**src/chan_regs_defs.vh**
```
// register addresses, widths, reset codes and gain law constants of the channel trim bank
// assumes the serial front end delivers a decoded address and one data byte
`ifndef CHAN_REGS_DEFS_VH
`define CHAN_REGS_DEFS_VH
`define ADDR_W 6
`define DATA_W 8
`define ADDR_OFFSET_RED 6'h20
`define ADDR_OFFSET_GREEN 6'h21
`define ADDR_OFFSET_BLUE 6'h22
`define ADDR_OFFSET_BCAST 6'h23
`define ADDR_GAIN_RED 6'h28
`define ADDR_GAIN_GREEN 6'h29
`define ADDR_GAIN_BLUE 6'h2A
`define ADDR_GAIN_BCAST 6'h2B
`define OFFSET_RESET 8'h80
`define GAIN_RESET 8'h00
`define GAIN_NUMER 9'h0D0
`define GAIN_DENOM_BASE 9'h11B
`endif

```
**src/trim_reg.v**
```verilog
// one 8-bit trim register with a single-channel and a broadcast load
// assumes both load strobes are one-cycle pulses on CLK_IN
`timescale 1ns/1ps
module trim_reg #(
	parameter WIDTH = 8,
	parameter [7:0] RESET_VAL = 8'h00
) (
	// clock and reset
	input wire clk_in,
	input wire arst_n_in,
	// load controls
	input wire own_wr_in,
	input wire bcast_wr_in,
	input wire [WIDTH-1:0] data_in,
	// stored code
	output reg [WIDTH-1:0] value_out
);
	// either a direct write or a broadcast write loads the value
	always @(posedge clk_in or negedge arst_n_in) begin
		if (!arst_n_in) begin
			value_out <= RESET_VAL[WIDTH-1:0];
		end else if (own_wr_in || bcast_wr_in) begin
			value_out <= data_in;
		end
	end
endmodule

```
**src/channel_offset_gain_regs.v**
```verilog
// per-colour offset trim and gain code register bank
// assumes a serial interface front end presents decoded write and read strobes
//
// Behaviour
// - red offset code is eight bits and resets to 80 hex
// - green offset code is eight bits and resets to 80 hex
// - blue offset code is eight bits and resets to 80 hex
// - broadcast offset write loads red, green and blue offset codes together
// - red gain code resets to zero; gain is 208 over 283 minus code
// - green gain code resets to zero; same gain law as red
// - blue gain code resets to zero; same gain law as red
// - broadcast gain write loads red, green and blue gain codes together
`timescale 1ns/1ps
`include "chan_regs_defs.vh"
module channel_offset_gain_regs #(
	parameter AW = `ADDR_W,
	parameter DW = `DATA_W
) (
	// clock and reset
	input wire CLK_IN,
	input wire ARST_N_IN,
	// register access from the serial interface
	input wire WR_EN_IN,
	input wire RD_EN_IN,
	input wire [AW-1:0] ADDR_IN,
	input wire [DW-1:0] WDATA_IN,
	output reg [DW-1:0] RDATA_OUT,
	output reg RVALID_OUT,
	output reg HIT_OUT,
	// codes to the analogue channels
	output wire [DW-1:0] OFFSET_TRIM_RED_OUT,
	output wire [DW-1:0] OFFSET_TRIM_GREEN_OUT,
	output wire [DW-1:0] OFFSET_TRIM_BLUE_OUT,
	output wire [DW-1:0] GAIN_CODE_RED_OUT,
	output wire [DW-1:0] GAIN_CODE_GREEN_OUT,
	output wire [DW-1:0] GAIN_CODE_BLUE_OUT,
	// gain law denominator per channel, gain = 208 / denom
	output reg [8:0] GAIN_DENOM_RED_OUT,
	output reg [8:0] GAIN_DENOM_GREEN_OUT,
	output reg [8:0] GAIN_DENOM_BLUE_OUT
);

	// stored codes from the trim registers
	wire [DW-1:0] offset_trim_red;
	wire [DW-1:0] offset_trim_green;
	wire [DW-1:0] offset_trim_blue;
	wire [DW-1:0] gain_code_red;
	wire [DW-1:0] gain_code_green;
	wire [DW-1:0] gain_code_blue;

	// decoded write strobes
	wire wr_off_r;
	wire wr_off_g;
	wire wr_off_b;
	wire wr_off_all;
	wire wr_gain_r;
	wire wr_gain_g;
	wire wr_gain_b;
	wire wr_gain_all;

	// read path next values
	reg [DW-1:0] nxt_rdata;
	reg nxt_hit;

	// address decode of write strobes, each selects one address; the two broadcast strobes each load three registers
	assign wr_off_r = WR_EN_IN && (ADDR_IN == `ADDR_OFFSET_RED);
	assign wr_off_g = WR_EN_IN && (ADDR_IN == `ADDR_OFFSET_GREEN);
	assign wr_off_b = WR_EN_IN && (ADDR_IN == `ADDR_OFFSET_BLUE);
	assign wr_off_all = WR_EN_IN && (ADDR_IN == `ADDR_OFFSET_BCAST);
	assign wr_gain_r = WR_EN_IN && (ADDR_IN == `ADDR_GAIN_RED);
	assign wr_gain_g = WR_EN_IN && (ADDR_IN == `ADDR_GAIN_GREEN);
	assign wr_gain_b = WR_EN_IN && (ADDR_IN == `ADDR_GAIN_BLUE);
	assign wr_gain_all = WR_EN_IN && (ADDR_IN == `ADDR_GAIN_BCAST);

	// offset trim registers, broadcast strobe shared by all three
	// red offset code
	trim_reg #(
		.WIDTH(DW),
		.RESET_VAL(`OFFSET_RESET)
	) u_off_r (
		.clk_in(CLK_IN),
		.arst_n_in(ARST_N_IN),
		.own_wr_in(wr_off_r),
		.bcast_wr_in(wr_off_all),
		.data_in(WDATA_IN),
		.value_out(offset_trim_red)
	);

	// green offset code
	trim_reg #(
		.WIDTH(DW),
		.RESET_VAL(`OFFSET_RESET)
	) u_off_g (
		.clk_in(CLK_IN),
		.arst_n_in(ARST_N_IN),
		.own_wr_in(wr_off_g),
		.bcast_wr_in(wr_off_all),
		.data_in(WDATA_IN),
		.value_out(offset_trim_green)
	);

	// blue offset code
	trim_reg #(
		.WIDTH(DW),
		.RESET_VAL(`OFFSET_RESET)
	) u_off_b (
		.clk_in(CLK_IN),
		.arst_n_in(ARST_N_IN),
		.own_wr_in(wr_off_b),
		.bcast_wr_in(wr_off_all),
		.data_in(WDATA_IN),
		.value_out(offset_trim_blue)
	);

	// gain code registers, broadcast strobe shared by all three
	// red gain code
	trim_reg #(
		.WIDTH(DW),
		.RESET_VAL(`GAIN_RESET)
	) u_gain_r (
		.clk_in(CLK_IN),
		.arst_n_in(ARST_N_IN),
		.own_wr_in(wr_gain_r),
		.bcast_wr_in(wr_gain_all),
		.data_in(WDATA_IN),
		.value_out(gain_code_red)
	);

	// green gain code
	trim_reg #(
		.WIDTH(DW),
		.RESET_VAL(`GAIN_RESET)
	) u_gain_g (
		.clk_in(CLK_IN),
		.arst_n_in(ARST_N_IN),
		.own_wr_in(wr_gain_g),
		.bcast_wr_in(wr_gain_all),
		.data_in(WDATA_IN),
		.value_out(gain_code_green)
	);

	// blue gain code
	trim_reg #(
		.WIDTH(DW),
		.RESET_VAL(`GAIN_RESET)
	) u_gain_b (
		.clk_in(CLK_IN),
		.arst_n_in(ARST_N_IN),
		.own_wr_in(wr_gain_b),
		.bcast_wr_in(wr_gain_all),
		.data_in(WDATA_IN),
		.value_out(gain_code_blue)
	);

	// codes straight from the register flops
	assign OFFSET_TRIM_RED_OUT = offset_trim_red;
	assign OFFSET_TRIM_GREEN_OUT = offset_trim_green;
	assign OFFSET_TRIM_BLUE_OUT = offset_trim_blue;
	assign GAIN_CODE_RED_OUT = gain_code_red;
	assign GAIN_CODE_GREEN_OUT = gain_code_green;
	assign GAIN_CODE_BLUE_OUT = gain_code_blue;

	// red gain law denominator 283 minus code, one cycle behind the code
	always @(posedge CLK_IN or negedge ARST_N_IN) begin
		if (!ARST_N_IN) begin
			GAIN_DENOM_RED_OUT <= `GAIN_DENOM_BASE;
		end else begin
			GAIN_DENOM_RED_OUT <= `GAIN_DENOM_BASE - {1'b0, gain_code_red};
		end
	end

	// green gain law denominator, same timing as red
	always @(posedge CLK_IN or negedge ARST_N_IN) begin
		if (!ARST_N_IN) begin
			GAIN_DENOM_GREEN_OUT <= `GAIN_DENOM_BASE;
		end else begin
			GAIN_DENOM_GREEN_OUT <= `GAIN_DENOM_BASE - {1'b0, gain_code_green};
		end
	end

	// blue gain law denominator, same timing as red
	always @(posedge CLK_IN or negedge ARST_N_IN) begin
		if (!ARST_N_IN) begin
			GAIN_DENOM_BLUE_OUT <= `GAIN_DENOM_BASE;
		end else begin
			GAIN_DENOM_BLUE_OUT <= `GAIN_DENOM_BASE - {1'b0, gain_code_blue};
		end
	end

	// read mux, broadcast locations are write only and read zero
	always @* begin
		nxt_rdata = 8'h00;
		nxt_hit = 1'b1;
		case (ADDR_IN)
			`ADDR_OFFSET_RED: nxt_rdata = offset_trim_red;
			`ADDR_OFFSET_GREEN: nxt_rdata = offset_trim_green;
			`ADDR_OFFSET_BLUE: nxt_rdata = offset_trim_blue;
			`ADDR_GAIN_RED: nxt_rdata = gain_code_red;
			`ADDR_GAIN_GREEN: nxt_rdata = gain_code_green;
			`ADDR_GAIN_BLUE: nxt_rdata = gain_code_blue;
			`ADDR_OFFSET_BCAST: nxt_hit = 1'b1;
			`ADDR_GAIN_BCAST: nxt_hit = 1'b1;
			default: nxt_hit = 1'b0;
		endcase
	end

	// read data register, one cycle after the read strobe
	always @(posedge CLK_IN or negedge ARST_N_IN) begin
		if (!ARST_N_IN) begin
			RDATA_OUT <= 8'h00;
			RVALID_OUT <= 1'b0;
			HIT_OUT <= 1'b0;
		end else begin
			RVALID_OUT <= RD_EN_IN;
			if (RD_EN_IN) begin
				RDATA_OUT <= nxt_rdata;
				HIT_OUT <= nxt_hit;
			end
		end
	end
endmodule

```
**config.mk**
```make
export PLATFORM = sky130hd
export DESIGN_NAME = channel_offset_gain_regs
export DESIGN_NICKNAME = d
export VERILOG_FILES = /design/src/trim_reg.v /design/src/channel_offset_gain_regs.v
export VERILOG_INCLUDE_DIRS = /design/src
export SDC_FILE = /design/constraint.sdc
export NUM_CORES = 1
export LEC_CHECK = 0
export BUFFER_PORTS_ARGS = -buffer_cell sky130_fd_sc_hd__buf_2
export CORE_MARGIN = 2
export CORE_UTILIZATION = 40
export CTS_BUF_LIST = sky130_fd_sc_hd__clkbuf_8
export DETAILED_ROUTE_END_ITERATION = 8
export PLACE_DENSITY = 0.64
export SLEW_MARGIN = 30
export SYNTH_ARGS = -nofsm -noshare
export SYNTH_HDL_FRONTEND = slang
export SYNTH_SLANG_ARGS = --single-unit
export TNS_END_PERCENT = 5
```
**constraint.sdc**
```tcl
create_clock -name CLK_IN -period 3.2 [get_ports CLK_IN]
set_input_delay 0.32 -clock CLK_IN [delete_from_list [all_inputs] [get_ports CLK_IN]]
set_output_delay 0.32 -clock CLK_IN [all_outputs]
set_load 0.01 [all_outputs]
```
[Word-level counts from Yosys, hierarchy flattened]
Index checks and enable logic that the tools add are counted.
Cells by class
  add/subtract/negate cells: 3
  eq/ne operators: 8
  multiplexer cells: 2
  reductions and logical operators: 15
Operator list (count)
  == test 6 bit, second input constant: 8
  case mux 8 bit (6 select lines): 1
  subtractor 9 x 8 -> 9 bit, first input constant: 3
  logical AND 1 bit: 8
  OR reduction 8 bit: 1
  logical OR 1 bit: 6
  2-to-1 mux 1 bit: 1
Word-level totals
  flip-flop bits (word level): 85
  input port bits: 18
  output and inout bits: 85

[Longest topological paths before layout]
  word-level depth: 3
  mapped depth: 6
  mapped depth without buffers: 4

[By module]
From an unflattened synthesis, not the netlist that was laid out.
Unflattened totals
  cell total of the unflattened synthesis: 273
  area, all modules: 3639.7 sq um
Modules (own cells, without submodules)
  channel_offset_gain_regs: instances 1, cells each 171, area each 1826.8 sq um
  trim_reg at u_off_b ...: instances 3, cells each 17, area each 302.8 sq um
  trim_reg at u_gain_b ...: instances 3, cells each 17, area each 301.5 sq um

[Worst setup path after synthesis]
OpenSTA, ideal clock, no wires.
  kind: in2reg
  start: input ADDR_IN[3]
  end: register u_gain_b.value_out[0]
  arrival: 1.433 ns
  data required time: 3.075 ns
  setup slack: 1.642 ns
  stages on the path: 5
  path buffers: 1
  cell sequence: buf_6 inv_4 or3_4 nor2_8 mux2_2
Between the ends
  word-level cells in the longest chain between the ends: 3
  elaborated cells on any way between the ends: 5
  classes of those cells: eq/ne: 2; reduce/logical: 3
RTL lines
  start, declared: RTL line channel_offset_gain_regs.v:25  | input wire [AW-1:0] ADDR_IN,
  == test 6 bit
  logical AND 1 bit (on tied branches): RTL line channel_offset_gain_regs.v:72, channel_offset_gain_regs.v:73
  logical OR 1 bit (*): RTL line trim_reg.v:22  | end else if (own_wr_in || bcast_wr_in) begin
  end signal, assigned: RTL line trim_reg.v:21  | value_out <= RESET_VAL[WIDTH-1:0];
  end signal, assigned: RTL line trim_reg.v:23  | value_out <= data_in;
  end, declared: RTL line trim_reg.v:16  | output reg [WIDTH-1:0] value_out
Mark *: on every way between the ends. The rest lies on a longest branch, timed or not.
A chain may end at the register's enable or synchronous reset.

[Final worst setup path]
  start: input ADDR_IN[3]
  end: register u_gain_g.value_out[5]
Between the ends
  word-level cells in the longest chain between the ends: 3
  elaborated cells on any way between the ends: 5
  classes of those cells: eq/ne: 2; reduce/logical: 3
RTL lines (RTL line)
  == test 6 bit
  logical AND 1 bit (on tied branches): channel_offset_gain_regs.v:71, channel_offset_gain_regs.v:73
  logical OR 1 bit (*): trim_reg.v:22
  end signal, assigned: trim_reg.v:21
  end signal, assigned: trim_reg.v:23
  end, declared: trim_reg.v:16
Marks and branches as above.

==> flow_summary.toml <==
[detailed_routing]
drt-pass1-iter-count = 4
route.detailed.drc = 0
detailroute.via_count = 2469
post_drt_wl_per_cell_um = 18.1
first_iter_violations = 111
antenna_violating_nets_post_route = 0
via_per_inst = 5.12
postRouteWirelength_mm = 8.72

[global_route]
grt_first_pass_wirelength_mm = 13.8
grt_pass1_vias = 2492
largest_net_degree_at_the_start_of_global_routing = 86
grt.total_usage = 0.186
residual_overflow_from_global_routing = 0
antenna_violations_before_repair = 0

[sta]
grt_setup_unrepaired = "no"
maxClockFrequency_ghz = 0.621
max_slew.worst_pin.slew_ps = 745
timing.setup.tns_ps = 0
endpoints_failing_hold = 0
clock-skew-final_ps = 10.7
maxSlewHeadroom = 0.503
final.period_utilization = 0.503
final_critical_path_setup_slack_ps = 1590
timing.final.max_slew_violations = 0
final.min_clock_period_ps = 1610
setup_violations = 0

[setup_path]
arrival_ps = 1840
worstSetupStartpointType = "input pin"
setup.worst_path.class = "input pin to flop"
crit_end_category = "flop"
critical_path_required_ps = 3440
reg2reg_setup_slack_ps = 1930
path_max_fanout = 18

[clock_network]
post_cts_hold_buffer_count = 0
post_cts.repair.setup_buffers = 0
h-tree-depth = 3
cts.path.max_buffers = 2
numClockSinks = 85
clk_latency_ps = 350
post_cts.resized_instances = 0
clk_pin_slew_worst_paths_ps = 90
tritoncts_clock_tree = "built"
numCtsBuffers = 9
cts_root_buf = "sky130_fd_sc_hd__clkbuf_8"

[die]
die_height_um = 99.2
start_util = 0.414
coreArea_sq_um = 8760
die-width_um = 99.2
die_outline_area_sq_um = 9850
boundaryPins = 103
core.rowCount = 34

[synthesis]
syn-instance-count = 264
netlist.top_cell.by_area = "sky130_fd_sc_hd__dfrtp_1"
yosys_warnings = 0
synthArstFlopShare = 1.00
netlist-cell-type-count = 35
postSynthRegisterBits = 85
yosys_most_used_dff = "sky130_fd_sc_hd__dfrtp_1"
top_cell_types_by_occurrence_after_synthesis = "sky130_fd_sc_hd__dfrtp_1 (67), sky130_fd_sc_hd__mux2_2 (51), sky130_fd_sc_hd__dfstp_2 (18), sky130_fd_sc_hd__inv_1 (15)"
synth_edf_count = 0
seq_area_frac_synth = 0.593
synth.top_cells.by_area = "sky130_fd_sc_hd__dfrtp_1 (46%), sky130_fd_sc_hd__mux2_2 (16%), sky130_fd_sc_hd__dfstp_2 (13%), sky130_fd_sc_hd__mux2i_1 (3.3%), sky130_fd_sc_hd__xnor2_1 (3.1%)"
most_frequently_used_cell_type_in_the_post_synthesis_netlist = "sky130_fd_sc_hd__dfrtp_1"
syn-cell-area_sq_um = 3630
post_syn_nets = 285
syn_avg_cell_area_sq_um = 13.7
portion_of_synthesized_cell_area_occupied_by_the_leading_cell_type = 0.462

[flow_run]
max-cap-violations = 0

[power]
ir_drop_v = 0.000207
p_per_area_nw_per_um2 = 670
totalPowerFinal_mw = 2.96
power.leakage_nw = 2.15

[finish]
final_cell_area_sq_um = 4410
area_growth_syn_to_fin_pct = 21.6
fill_cells = 794
nNetsFinal = 390
share_of_layout_cells_above_drive_strength_1 = 0.524
diodes = 0

[placement]
detailedPlacementHpwl_mm = 6.30
post-place-ws_ps = 1220
gp_congestion = 0.787
area_of_placed_instances_sq_um = 4230
place.port_buffers = 102

[outcome]
status = "completed"

[min_path]
timing.hold.worst.class = "input pin to async pin"
-- area by class of cell --
type / instances / area (sq um) / share of cell area
tap: 108 / 135 / 0.0306
inverter: 16 / 62.6 / 0.0142
sequential: 85 / 2150 / 0.487
multi-input combinational: 155 / 1370 / 0.311
timing repair buffer: 102 / 517 / 0.117
clock inverter: 6 / 40.0 / 0.00908
clock buffer: 10 / 138 / 0.0312
-- layer usage --
layer | share of wire | routed length, um | vias up | track usage
met5 | 0 | 0 | - | 0
met4 | 0.020 | 174 | 0 | 0.0811
met3 | 0.054 | 468 | 13 | 0.0358
met2 | 0.46 | 4000 | 84 | 0.273
met1 | 0.47 | 4080 | 1229 | 0.269
li1 | - | - | 1143 | -
-- layout by cell type, fill, tap and decap left out, types with 3 or more instances in the layout --
master,count
sky130_fd_sc_hd__dfrtp_1,67
sky130_fd_sc_hd__a31oi_1,5
sky130_fd_sc_hd__nor2_1,13
sky130_fd_sc_hd__mux2_2,51
sky130_fd_sc_hd__buf_2,101
sky130_fd_sc_hd__a21oi_1,7
sky130_fd_sc_hd__mux2i_1,12
sky130_fd_sc_hd__xnor2_1,13
sky130_fd_sc_hd__o32ai_1,4
sky130_fd_sc_hd__a211oi_1,8
sky130_fd_sc_hd__clkinvlp_4,3
sky130_fd_sc_hd__mux2_1,4
sky130_fd_sc_hd__nand2_1,6
sky130_fd_sc_hd__nand3_1,3
sky130_fd_sc_hd__clkbuf_8,10
sky130_fd_sc_hd__nor3b_1,6
sky130_fd_sc_hd__nor3_1,3
sky130_fd_sc_hd__dfstp_2,18
sky130_fd_sc_hd__inv_1,16
sky130_fd_sc_hd__ha_1,3
-- power by group --
part	internal [mW]	switching [mW]
registers	1.35	0.188
clock network	0.300	0.384
logic	0.359	0.373
total	2.01	0.944
-- critical path, stage by stage --
cell and delay [ps]:
sky130_fd_sc_hd__buf_2 380, sky130_fd_sc_hd__inv_4 110, sky130_fd_sc_hd__or3_4 470, sky130_fd_sc_hd__nor2_8 200, sky130_fd_sc_hd__mux2_2 360
-- per-stage QoR --
stage	util	cells	hold slack [ps]
after floorplan	-	264	24.4
after global placement	0.483	466	419
after detailed placement	0.483	466	421
after CTS	0.503	482	30.1
after global routing	0.503	482	58.5
final	0.503	482	2.25
-- kinds of logic (layout without fill, tap and decap cells) --
logic type | after synthesis | count (layout) | share of synthesized area
AND/OR/NAND/NOR | 47 | 47 | 0.0862
adder cells (fa/ha/maj) | 3 | 3 | 0.0103
buffers and inverters | 24 | 134 | 0.0297
flip-flops | 85 | 85 | 0.593
XOR/XNOR | 13 | 13 | 0.0314
multiplexers | 67 | 67 | 0.204
AO/OA/AOI/OAI | 25 | 25 | 0.0459
-- sequential cells by signal, indices dropped and copies added (netlist names) --
name and flops:
GAIN_DENOM_BLUE_OUT 9, GAIN_DENOM_GREEN_OUT 9, GAIN_DENOM_RED_OUT 9, HIT_OUT 1
RDATA_OUT 8, RVALID_OUT 1, u_gain_b.value_out 8, u_gain_g.value_out 8
u_gain_r.value_out 8, u_off_b.value_out 8, u_off_g.value_out 8, u_off_r.value_out 8
-- worst paths after layout --
check | from | to | cells past startpoint
setup / recovery | ADDR_IN[3] | u_gain_g.value_out[5] | 5
hold / removal | ARST_N_IN | GAIN_DENOM_RED_OUT[6] | 1
min in group CLK_IN | RD_EN_IN | RVALID_OUT | 1
hold reg to reg | u_gain_r.value_out[0] | GAIN_DENOM_RED_OUT[0] | 1
setup reg to reg | u_gain_r.value_out[6] | RDATA_OUT[6] | 4
max in group asynchronous | ARST_N_IN | HIT_OUT | 1
No activity file was read; power rests on OpenSTA's default activity.
